--- src/ocs_pkg.sv ---
// Purpose: Shared constants and types for the overcurrent hiccup and sync control block.
// Assumes: All inputs except the asynchronous reset are synchronous to ref_clk at 250 MHz.
// Notes: Analog comparators are outside; their outcomes arrive as logic levels.
// Functional notes
// RL1: Overcurrent during the high-side on-time ends the high-side pulse immediately.
// RL2: After an overcurrent cut, high side stays off until next cycle starts.
// RL3: Fault counter increments once per cycle containing an overcurrent-terminated pulse.
// RL4: Fault counter decrements once per clock cycle without an overcurrent event.
// RL5: Counter reaching seven issues restart and begins seven soft-start cycles.
// RL6: Both gate drives are held off throughout the restart sequence.
// RL7: During restart the counter decrements at each soft-start cycle completion.
// RL8: Counter back at zero during restart re-enables PWM switching.
// RL9: Persistent overcurrent after resuming counts seven again and restarts again.
// RL10: Synchronized operation starts each high-side on-time at the sync falling edge.
// RL11: A toggling external clock replaces the internal oscillator as master clock.
// RL12: External clock held low lets the internal oscillator free-run.
// RL13: Sync edge before ramp completes declares undervoltage and disables PWM.
// RL14: External clock should be 20% to 30% faster than free-run frequency.
// RL15: Undervoltage when the clock edge arrives before the ramp reaches 90% amplitude.
// RL16: Fault counter saturates at zero and seven, never wrapping.
package ocs_pkg;
   localparam int         CNT_W        = 3;
   localparam logic [2:0] CNT_ZERO     = 3'h0;
   localparam logic [2:0] CNT_ONE      = 3'h1;
   localparam logic [2:0] CNT_LIMIT    = 3'h7;
   // Sync counts as toggling while a falling edge was seen within this many clocks.
   localparam int         SYNC_TO_W    = 12;
   localparam logic [11:0] SYNC_TO_MAX = 12'h0FA0;
   localparam logic [11:0] SYNC_TO_ZERO = 12'h0000;
   localparam logic [11:0] SYNC_TO_ONE = 12'h0001;

   typedef enum logic [1:0] {
      OCS_RUN     = 2'b00,
      OCS_RESTART = 2'b01,
      OCS_LOCKOUT = 2'b10
   } ocs_state_t;

   // Analog side indications, one bundle.
   typedef struct packed {
      logic overCurrent;   // Drop across high-side switch exceeds limit.
      logic pwmEnd;        // PWM comparator ends the on-time.
      logic rampAtNinety;  // Ramp has reached 90% of full amplitude.
      logic softStartDone; // One soft-start cycle has completed.
   } ocs_sense_t;

   typedef struct packed {
      logic high_side_gate_drive;
      logic low_side_gate_drive;
   } ocs_drive_t;
endpackage : ocs_pkg

--- src/ocs_clk_sel.sv ---
// Purpose: Selects the master switching cycle start from sync or internal oscillator.
// Assumes: Sync and oscillator ticks are synchronous levels on ref_clk.
// Notes: Falling edge of sync marks a cycle start while sync is active.
`timescale 1ns/1ps
module ocs_clk_sel (
   input  wire logic ref_clk,
   input  wire logic rst,
   input  wire logic clkEn,
   input  wire logic syncIn,
   input  wire logic oscTick,
   output logic      cycleStart,
   output logic      syncActive
);
   logic                        syncPrev_reg;
   logic [ocs_pkg::SYNC_TO_W-1:0] syncTimer_reg;
   logic                        syncFall;

   assign syncFall = syncPrev_reg & ~syncIn;

   always_ff @(posedge ref_clk or posedge rst) begin
      if (rst) begin
         syncPrev_reg <= 1'b0;
      end else if (clkEn) begin
         syncPrev_reg <= syncIn;
      end
   end

   // Sync held low stops refreshing the timer, so the oscillator takes over.
   always_ff @(posedge ref_clk or posedge rst) begin
      if (rst) begin
         syncTimer_reg <= ocs_pkg::SYNC_TO_ZERO;
      end else if (clkEn) begin
         if (syncFall) begin
            syncTimer_reg <= ocs_pkg::SYNC_TO_MAX; // RL11
         end else if (syncTimer_reg != ocs_pkg::SYNC_TO_ZERO) begin
            syncTimer_reg <= syncTimer_reg - ocs_pkg::SYNC_TO_ONE; // RL12
         end
      end
   end

   always_ff @(posedge ref_clk or posedge rst) begin
      if (rst) begin
         cycleStart <= 1'b0;
         syncActive <= 1'b0;
      end else if (clkEn) begin
         syncActive <= syncFall | (syncTimer_reg != ocs_pkg::SYNC_TO_ZERO);
         if (syncFall | (syncTimer_reg != ocs_pkg::SYNC_TO_ZERO)) begin
            cycleStart <= syncFall; // RL10 RL11
         end else begin
            cycleStart <= oscTick; // RL12
         end
      end
   end
endmodule : ocs_clk_sel

--- src/ocs_ctrl.sv ---
// Purpose: Pulse-by-pulse current limit, hiccup fault counter and undervoltage cut.
// Assumes: Sense inputs are synchronous; soft-start analog loop is outside.
// Notes: Gate drive outputs are active high meaning switch on.
`timescale 1ns/1ps
module ocs_ctrl (
   input  wire logic               ref_clk,
   input  wire logic               rst,
   input  wire logic               clkEn,
   input  wire logic               syncIn,
   input  wire logic               oscTick,
   input  wire ocs_pkg::ocs_sense_t sense,
   output ocs_pkg::ocs_drive_t      drive,
   output logic                     restartActive,
   output logic                     undervoltage_lockout,
   output logic [ocs_pkg::CNT_W-1:0] faultCount,
   output logic                     syncActive
);
   logic                   cycleStart;
   logic                   syncActiveInt;
   ocs_pkg::ocs_state_t    state_reg;
   ocs_pkg::ocs_state_t    state_next;
   logic [ocs_pkg::CNT_W-1:0] count_reg;
   logic [ocs_pkg::CNT_W-1:0] count_next;
   logic                   highOn_reg;
   logic                   cutHold_reg;
   logic                   ocCycle_reg;
   logic                   rampDone_reg;
   logic                   ocEvent;
   logic                   pwmAllowed;

   ocs_clk_sel u_clk_sel (
      .ref_clk    (ref_clk),
      .rst        (rst),
      .clkEn      (clkEn),
      .syncIn     (syncIn),
      .oscTick    (oscTick),
      .cycleStart (cycleStart),
      .syncActive (syncActiveInt)
   );

   assign pwmAllowed = (state_reg == ocs_pkg::OCS_RUN);
   assign ocEvent    = highOn_reg & sense.overCurrent;

   // High-side pulse: starts at cycle start, ends on PWM end or overcurrent.
   always_ff @(posedge ref_clk or posedge rst) begin
      if (rst) begin
         highOn_reg <= 1'b0;
      end else if (clkEn) begin
         if (!pwmAllowed) begin
            highOn_reg <= 1'b0; // RL6 RL13
         end else if (ocEvent) begin
            highOn_reg <= 1'b0; // RL1
         end else if (cycleStart) begin
            highOn_reg <= 1'b1; // RL10
         end else if (sense.pwmEnd || cutHold_reg) begin
            highOn_reg <= 1'b0; // RL2
         end
      end
   end

   // Holds the high side off after a cut until the next cycle begins.
   always_ff @(posedge ref_clk or posedge rst) begin
      if (rst) begin
         cutHold_reg <= 1'b0;
      end else if (clkEn) begin
         if (ocEvent) begin
            cutHold_reg <= 1'b1; // RL2
         end else if (cycleStart) begin
            cutHold_reg <= 1'b0;
         end
      end
   end

   // Marks that the current switching cycle already counted an overcurrent.
   always_ff @(posedge ref_clk or posedge rst) begin
      if (rst) begin
         ocCycle_reg <= 1'b0;
      end else if (clkEn) begin
         // An overcurrent at the cycle boundary still marks the new cycle.
         if (ocEvent) begin
            ocCycle_reg <= 1'b1;
         end else if (cycleStart) begin
            ocCycle_reg <= 1'b0;
         end
      end
   end

   // Ramp progress within the cycle, used for the undervoltage check.
   always_ff @(posedge ref_clk or posedge rst) begin
      if (rst) begin
         rampDone_reg <= 1'b0;
      end else if (clkEn) begin
         if (cycleStart) begin
            rampDone_reg <= 1'b0;
         end else if (sense.rampAtNinety) begin
            rampDone_reg <= 1'b1;
         end
      end
   end

   // Fault counter, saturating at both ends.
   always_comb begin
      count_next = count_reg;
      if (state_reg == ocs_pkg::OCS_RESTART) begin
         if (sense.softStartDone && count_reg != ocs_pkg::CNT_ZERO) begin
            count_next = count_reg - ocs_pkg::CNT_ONE; // RL7 RL16
         end
      end else if (ocEvent && !ocCycle_reg) begin
         if (count_reg != ocs_pkg::CNT_LIMIT) begin
            count_next = count_reg + ocs_pkg::CNT_ONE; // RL3 RL9 RL16
         end
      end else if (!ocEvent && !ocCycle_reg && cycleStart) begin
         if (count_reg != ocs_pkg::CNT_ZERO) begin
            count_next = count_reg - ocs_pkg::CNT_ONE; // RL4 RL16
         end
      end
   end

   always_ff @(posedge ref_clk or posedge rst) begin
      if (rst) begin
         count_reg <= ocs_pkg::CNT_ZERO;
      end else if (clkEn) begin
         count_reg <= count_next;
      end
   end

   always_comb begin
      state_next = state_reg;
      case (state_reg)
         ocs_pkg::OCS_RUN: begin
            // Any cycle start, sync or oscillator, that cuts the ramp short locks out.
            if (cycleStart && !rampDone_reg) begin
               state_next = ocs_pkg::OCS_LOCKOUT; // RL13 RL15
            end else if (count_next == ocs_pkg::CNT_LIMIT) begin
               state_next = ocs_pkg::OCS_RESTART; // RL5 RL9
            end
         end
         ocs_pkg::OCS_RESTART: begin
            if (count_next == ocs_pkg::CNT_ZERO) begin
               state_next = ocs_pkg::OCS_RUN; // RL8
            end
         end
         ocs_pkg::OCS_LOCKOUT: begin
            state_next = ocs_pkg::OCS_LOCKOUT;
         end
         default: begin
            state_next = ocs_pkg::OCS_RUN;
         end
      endcase
   end

   // Undervoltage lockout is left only by reset; OCS_LOCKOUT has no other exit.
   always_ff @(posedge ref_clk or posedge rst) begin
      if (rst) begin
         state_reg <= ocs_pkg::OCS_RUN;
      end else if (clkEn) begin
         state_reg <= state_next;
      end
   end

   // Registered outputs; low side is the complement of highOn_reg while running, so an overcurrent clock turns both off.
   always_ff @(posedge ref_clk or posedge rst) begin
      if (rst) begin
         drive                <= '0;
         restartActive        <= 1'b0;
         undervoltage_lockout <= 1'b0;
         faultCount           <= ocs_pkg::CNT_ZERO;
         syncActive           <= 1'b0;
      end else if (clkEn) begin
         drive.high_side_gate_drive <= highOn_reg & pwmAllowed & ~ocEvent; // RL1 RL6
         drive.low_side_gate_drive  <= ~highOn_reg & pwmAllowed; // RL6
         restartActive        <= (state_reg == ocs_pkg::OCS_RESTART);
         undervoltage_lockout <= (state_reg == ocs_pkg::OCS_LOCKOUT);
         faultCount           <= count_reg;
         syncActive           <= syncActiveInt;
      end
   end
endmodule : ocs_ctrl

--- config.mk ---
export PLATFORM = sky130hd
export DESIGN_NAME = ocs_ctrl
export DESIGN_NICKNAME = d
export VERILOG_FILES = /design/src/ocs_pkg.sv /design/src/ocs_clk_sel.sv /design/src/ocs_ctrl.sv
export SDC_FILE = /design/constraint.sdc
export NUM_CORES = 1
export LEC_CHECK = 0
export BUFFER_PORTS_ARGS = -buffer_cell sky130_fd_sc_hd__buf_2
export CORE_UTILIZATION = 30
export CTS_CLUSTER_SIZE = 16
export DETAILED_ROUTE_END_ITERATION = 12
export PLACE_DENSITY = 0.54
export RECOVER_POWER = 25
export SYNTH_ARGS = -nofsm -noshare
export SYNTH_HDL_FRONTEND = slang
export SYNTH_SLANG_ARGS = --single-unit
--- constraint.sdc ---
create_clock -name ref_clk -period 4.5 [get_ports ref_clk]
set_input_delay 0.225 -clock ref_clk [delete_from_list [all_inputs] [get_ports ref_clk]]
set_output_delay 0.225 -clock ref_clk [all_outputs]
set_load 0.005 [all_outputs]
==> summary.txt, run 1 <==
Pwr
  – Sw Share: 34.6%
  – Clock network power share: 26.5%
  – Power per Cell Area: ~550 mW/mm^2
  – Leak pwr: 0.817 nW
  – Comb pwr share: 31.0%
  – Worst VDD drop: 0.000217 V
  – Cell Int Power: 0.000703 W
  – Psw: 0.000371 W
  – Sequential fraction of design power: approximately 43%

Yosys
  – Async set or reset register ratio after synthesis: 100%
  – Synth top area cells: dfrtp_1, mux2_2, a21oi_1, o21ai_0, nand2_1
  – Warnings, synthesis: 0
  – Post-synth EDFFs: 0
  – Post-Syn Area: 0.00166 mm^2
  – Ys flop type: dfrtp_1
  – Most numerous cell in the Yosys netlist: dfrtp_1
  – Synth cell count leaders: dfrtp_1, nand2_1, a21oi_1, o21ai_0, nor2_1
  – Synth top area share: 46.7%
  – Syn nets: between 150 and 200
  – Sequential share of the synthesized area: 46.7%
  – Mapped Cells: ~180
  – #FFs+latches synth: 31
  – Syn Area/Cell: 9.49 um^2
  – Library cells used by synthesis: 38
  – Synth area leader: dfrtp_1

Timing
  – RSZ-0062 raised after global routing: false
  – Setup_tns: 0 ns
  – Max frequency: roughly 0.45 GHz
  – Worst Skew: 0.00443 ns
  – Pins Over Slew Limit: 32
  – Period utilization: about half
  – Crit path time final: 2.22 ns
  – Final hold viol count: 0
  – Final WS setup: 2.28 ns
  – Final setup fails: 0
  – Slew HR: -9.85%
  – Worst-Margin Slew: 1.65 ns

Floorplan
  – Die Span Y: 76.4 um
  – CORE AREA: ~0.0052 mm^2
  – Rows: 26
  – Full die area: 0.00584 mm^2
  – Die W: ~76 um
  – Top-Level Pins: 17
  – Initial Util: between 30% and 40%

Layout
  – Share of cells above drive strength 1: around a fifth
  – Final nets: 210
  – Final instance area: a little under 0.002 mm^2
  – Area of the multi-input gates: 837 um^2
  – Number of fillers in the final layout: 553
  – Max FFs per register: 12
  – # diodes: 0
  – Sequential standard cell area: 776 um^2
  – P&R area growth vs syn: 16.5%
  – Final Util: between 30% and 40%

Setup path
  – Critical-path cell list: inv_1 > ha_1 > ha_1 > nor2b_1 > mux2i_1 > a32oi_1 > a21boi_0 > o41ai_1
  – Most Frequent Cell on Critical Path: ha_1
  – Worst Path Required: 4.67 ns
  – WP buf/inv: 1
  – CP delay by family, top: compound AO/OA/AOI/OAI gates
  – Worst R2R Setup Slack: about 2.3 ns
  – Worst path max stage delay: 0.48 ns
  – Worst R2R End: state_reg[0]$_DFFE_PP0P_
  – Crit. End Element: flop
  – Reg2reg path depth: 8
  – Worst R2R Start: count_reg[0]$_DFFE_PP0P_
  – Worst-path maximum fanout: 7
  – Worst path slowest cell: dfrtp_1
  – WS Path Type: reg -> reg
  – Arrival time at the worst endpoint: about 2.4 ns
  – Worst setup SP type: flop

Clock tree
  – Setup bufs post-CTS: 0
  – Clock Latency Late Sink: 0.28 ns
  – TritonCTS clock tree: built
  – Cts hold-fix bufs: 0
  – Post-CTS Resized: 0
  – Clock buffer depth: 2
  – Clock transition at path regs: 0.07 ns
  – Htree depth: 2
  – Sink Count: 31
  – CTS buffer count: 5
  – Root Driver: clkbuf_8

Placement
  – HPWL Detailed: 2.40 mm
  – Pre-CTS setup slack: about 2.3 ns
  – Placer congestion estimate: 0.750
  – DP Area: 0.00182 mm^2
  – Port bufs: 16

Detailed routing
  – Final WL: between 3 and 4 mm
  – Via density: 4.95
  – Drt first pass iters: 4
  – Antenna-violating nets left: 0
  – Residual DRC: 0
  – Vias: 1318
  – Initial drt markers: 116
  – WL per Instance: 12.7 um

Global route
  – All-layer global routing usage: 13.4%
  – Largest net degree at the start of global routing: 32
  – First-pass GRT wire length: 6.20 mm
  – Vias in the first global route: 1339
  – Overflow after GRT: 0
  – Initial antenna violation count: 0

Worst hold path
  – Hold Crit Start: syncIn
  – Hold path endpoint: u_clk_sel.syncPrev_reg$_DFFE_PP0P_
  – Hold depth: 2
  – Min-delay worst type: in -> reg

Outcome
  – Violated checks: capacitance limit, slew limit
  – Outcome: finished, violations left

Run
  – Max cap viols: 1
-- cell usage in the layout, fill, tap and decap left out, drive strengths merged, types with 4 or more instances in the layout --
| cell type | n |
|---|---|
| nor3 | 5 |
| clkbuf | 7 |
| ha | 6 |
| nor2 | 12 |
| mux2 | 9 |
| inv | 9 |
| nand3 | 8 |
| a21oi | 16 |
| nand2 | 21 |
| o21ai | 17 |
| buf | 16 |
| and3 | 4 |
| dfrtp | 31 |
-- final cells by class --
class	count	area share, %
clock buffer	6	4.27
sequential	31	40.1
clock inverter	2	1.81
timing repair buffer	17	4.33
multi-input combinational	131	43.2
inverter	9	1.75
tap	70	4.52
-- how the worst max path moves through the flow --
| stage | from | to | slack, ns | depth (start not counted) |
|---|---|---|---|---|
| 2_1_floorplan | count_reg[0]$_DFFE_PP0P_ | count_reg[2]$_DFFE_PP0P_ | 2.57 | 7 |
| 3_3_place_gp | count_reg[0]$_DFFE_PP0P_ | state_reg[0]$_DFFE_PP0P_ | 2.26 | 8 |
| 3_5_place_dp | count_reg[0]$_DFFE_PP0P_ | state_reg[0]$_DFFE_PP0P_ | 2.29 | 8 |
| 4_1_cts | count_reg[0]$_DFFE_PP0P_ | state_reg[0]$_DFFE_PP0P_ | 2.24 | 8 |
| 5_1_grt | count_reg[0]$_DFFE_PP0P_ | state_reg[0]$_DFFE_PP0P_ | 2.01 | 8 |
| 6_report | count_reg[0]$_DFFE_PP0P_ | state_reg[0]$_DFFE_PP0P_ | 2.28 | 8 |
-- power groups by stage --
| stage | clock, W | combinational [W] | sequential (W) |
|---|---|---|---|
| floorplan | 0 | 0.000252 | 0.000441 |
| global placement | 0 | 0.000337 | 0.000462 |
| detailed placement | 0 | 0.000338 | 0.000462 |
| CTS | 0.000296 | 0.000338 | 0.000458 |
| global route | 0.000309 | 0.000384 | 0.000477 |
| finish | 0.000285 | 0.000332 | 0.000457 |
-- cell families after synthesis --
kind of cell | count (synthesis) | synth area share, %
compound gates | 44 | 15.6
mux | 10 | 6.70
buf+inv | 13 | 2.94
fa+ha+maj | 6 | 4.52
simple gates | 65 | 20.4
flops | 31 | 46.7
xor+xnor | 6 | 3.16
-- layer usage --
layer | GRT usage, % | routed length (um)
met1 | 16.8 | 1610
met3 | 3.95 | 104
met4 | 5.19 | 59
met5 | 0 | 0
met2 | 21.5 | 1600
-- per-stage QoR --
step,total power (W),hold WS (ns),cells
after floorplan,0.000693,0.329,175
after global placement,0.000799,0.330,258
after detailed placement,0.000800,0.329,258
after CTS,0.00109,0.0146,266
after global routing,0.00117,0.215,266
final,0.00107,0.207,266
(Power assumes the default switching activity.)
==> inputs of run 2 (changes only) <==
--- a/config.mk
+++ b/config.mk
@@ -5,6 +5,7 @@
 export SDC_FILE = /design/constraint.sdc
 export NUM_CORES = 1
 export LEC_CHECK = 0
+export ABC_AREA = 1
 export BUFFER_PORTS_ARGS = -buffer_cell sky130_fd_sc_hd__buf_2
 export CORE_UTILIZATION = 30
 export CTS_CLUSTER_SIZE = 16
==> constraint.sdc (replaced) <==
create_clock -name ref_clk -period 2.1 [get_ports ref_clk]
set_input_delay 0.105 -clock ref_clk [delete_from_list [all_inputs] [get_ports ref_clk]]
set_output_delay 0.105 -clock ref_clk [all_outputs]
set_load 0.005 [all_outputs]
==> run 2 against run 1 <==
Compared with the run above:
- the flow now finishes without violations
- synthesized area up 8.5%
- die area is 8.3% higher
- non-clock buffer count grew 2
- final area increased by 6.7%
- worst hold slack worse by 0.14 ns
- register-to-register slack lost 2.1 ns
==> summary.txt, run 2 <==
Outcome
  – Outcome: finished, final reports clean

Setup path
  – Worst-path maximum fanout: 6
  – Worst R2R Start: count_reg[1]$_DFFE_PP0P_
  – Source of the critical timing path: count_reg[1]$_DFFE_PP0P_
  – Reg2reg path depth: 14
  – Worst R2R Setup Slack: 0.21 ns
  – Crit. End Element: flop
  – WS Path Type: reg -> reg
  – Worst Path Required: 2.28 ns
  – Worst Setup EP: state_reg[0]$_DFFE_PP0P_
  – Worst setup SP type: flop
  – Worst R2R End: state_reg[0]$_DFFE_PP0P_
  – Arrival time at the worst endpoint: 2.07 ns

Clock tree
  – Htree depth: 2
  – Setup bufs post-CTS: 0
  – CTS buffer count: 5
  – TritonCTS clock tree: built
  – Sink Count: 31
  – Clock buffer depth: 2
  – Clock Latency Late Sink: 0.28 ns
  – Clock transition at path regs: 0.07 ns
  – Root Driver: clkbuf_8

Yosys
  – Simple-gate share of the synthesized area: 32.5%
  – #FFs+latches synth: 31
  – Ys flop type: dfrtp_1
  – Post-Synth Adder-Cell Area: 4.16%
  – Post-Syn Area: approximately 0.0018 mm^2
  – Mux cell area share after synthesis: 0%
  – Syn nets: 251
  – Async set or reset register ratio after synthesis: 100%
  – Synth Area in Compound Gates: a little under an eighth
  – Synth cell count leaders: nand2_1, dfrtp_1, inv_1
  – Synth top area cells: dfrtp_1, nand2_1, inv_1, nor2_1, nand3_1
  – Syn Area/Cell: approximately 7.6 um^2
  – Synth area leader: dfrtp_1
  – Sequential share of the synthesized area: 43.0%
  – Synth top area share: around 43%
  – Largest family of logic cells by synthesized area: simple AND/OR/NAND/NOR gates
  – Most numerous cell in the Yosys netlist: nand2_1
  – Library cells used by synthesis: 33
  – Warnings, synthesis: 0
  – Mapped Cells: 236
  – XOR/XNOR share of the synthesized area: less than 1%
  – Post-synth EDFFs: 0

Placement
  – Placer congestion estimate: a little under 0.9
  – DP Area: 0.00198 mm^2
  – HPWL Detailed: 2.68 mm
  – Port bufs: 16

Worst hold path
  – Min-delay worst type: in -> reg

Detailed routing
  – Antenna-violating nets left: 0
  – Vias: 1500
  – Final WL: 3.69 mm
  – Via density: 4.52
  – Residual DRC: 0
  – Initial drt markers: 103
  – WL per Instance: 11.1 um
  – Drt first pass iters: 4

Timing
  – RSZ-0062 raised after global routing: false
  – Final hold viol count: 0
  – Pins Over Slew Limit: 0
  – Setup_tns: 0 ns
  – Worst Skew: 0.00628 ns
  – Slew HR: 47.9%
  – Crit path time final: 1.89 ns
  – Max frequency: 0.528 GHz
  – Final setup fails: 0
  – Worst-Margin Slew: 0.782 ns
  – Period utilization: between 90 and 100%

Layout
  – Max FFs per register: 12
  – Most frequent cells in the layout: nand2_1, dfrtp_1, inv_1
  – Commonest non-fill, non-tap cell in the layout: nand2_1
  – # diodes: 0
  – P&R area growth vs syn: 14.5%
  – Share of cells above drive strength 1: 19.6%
  – Number of fillers in the final layout: 586
  – Final nets: 274
  – Area of the multi-input gates: between 800 and 900 um^2
  – Final instance area: 0.00206 mm^2
  – Sequential standard cell area: a little under 800 um^2

Run
  – Max cap viols: 0

Global route
  – Initial antenna violation count: 0
  – Overflow after GRT: 0
  – Vias in the first global route: 1441
  – First-pass GRT wire length: 6.44 mm
  – Largest net degree at the start of global routing: 32
  – All-layer global routing usage: 13.4%

Floorplan
  – Rows: 27
  – Die W: 79.5 um
  – CORE AREA: 0.00564 mm^2
  – Top-Level Pins: 17
  – Full die area: 0.00632 mm^2
  – Initial Util: 32.0%
  – Die Span Y: 79.5 um

Pwr
  – Worst VDD drop: 0.000398 V
  – Leak pwr: 1.00 nW
  – Power per Cell Area: 1210 mW/mm^2
[run 2: cell count changes in the layout (fill, tap and decap cells not counted), sizes merged, moves of 4 or more]
cell   before  now
nand3       8   18
o21ai      17   23
nor2       12   27
mux2        9    0
nand2      21   70
a21oi      16    5
and3        4    0
inv         9   34
[run 2: timing repair]
item                                   in CTS  in global routing
resized for setup                           0                  0
hold buffers                                1                  0
endpoints found under the hold margin      31                  0
[run 2: final cells by class]
| type | instances | area share [%] |
|---|---|---|
| repair buffers | 19 | 4.97 |
| inverters | 34 | 6.42 |
| well taps | 72 | 4.36 |
| flip-flops and latches | 31 | 37.6 |
| multi-input cells | 168 | 42.7 |
| clock inverters | 1 | 0.242 |
| clock buffers | 7 | 3.70 |
[run 2: through the flow]
stage | std cells | hold slack [ns] | util, % | power, W | worst slack, ns
after CTS | 332 | 0.0567 | 36.6 | 0.00252 | 0.208
after floorplan | 236 | 0.209 | - | 0.00178 | 0.433
after global routing | 332 | 0.0904 | 36.6 | 0.00275 | 0.00246
final | 332 | 0.0668 | 36.6 | 0.00249 | 0.207
after global placement | 323 | 0.218 | 35.0 | 0.00205 | 0.214
after detailed placement | 323 | 0.220 | 35.0 | 0.00205 | 0.224
[run 2: routing by layer]
layer	wire [um]	GRT usage (%)	part of all wire, %
met1	1960	17.4	53
met2	1500	20.7	41
met3	166	3.31	4.5
met4	64	6.18	1.7
met5	0	0	0
[run 2: report_power, final]
group	total [W]	leakage, nW	switching (W)	internal, W
logic	0.00107	0.587	0.000663	0.000407
registers	0.000966	0.374	0.000173	0.000793
clock network	0.000452	0.0422	0.000219	0.000232
[run 2: worst min-delay path by stage]
stage	from	to	slack, ns	cells past startpoint
after global routing	syncIn	u_clk_sel.syncPrev_reg$_DFFE_PP0P_	0.09	3
after detailed placement	rst	u_clk_sel.syncTimer_reg[9]$_DFFE_PP0P_	0.22	3
final	syncIn	u_clk_sel.syncPrev_reg$_DFFE_PP0P_	0.07	3
after CTS	syncIn	u_clk_sel.syncPrev_reg$_DFFE_PP0P_	0.06	3
after global placement	rst	u_clk_sel.syncTimer_reg[9]$_DFFE_PP0P_	0.22	3
after floorplan	rst	count_reg[0]$_DFFE_PP0P_	0.21	1
[run 2: critical path, cell delays in order (launching register included)]
cell and delay [ns]:
dfrtp_1 0.40, inv_1 0.17, ha_1 0.21, ha_1 0.15
inv_1 0.07, nand2_2 0.12, o21ai_2 0.07, a21oi_2 0.12
nand2_1 0.08, nand2_1 0.09, nand3_2 0.08, nand2_2 0.07
nand2_1 0.06, nand2_1 0.06, nand2_1 0.04
[run 2: cells by family (layout without fill, tap and decap cells)]
kind of cell,count (synthesis),after routing
compound gates,35,35
fa+ha+maj,6,6
buf+inv,37,61
xor+xnor,2,2
flops,31,31
simple gates,125,125
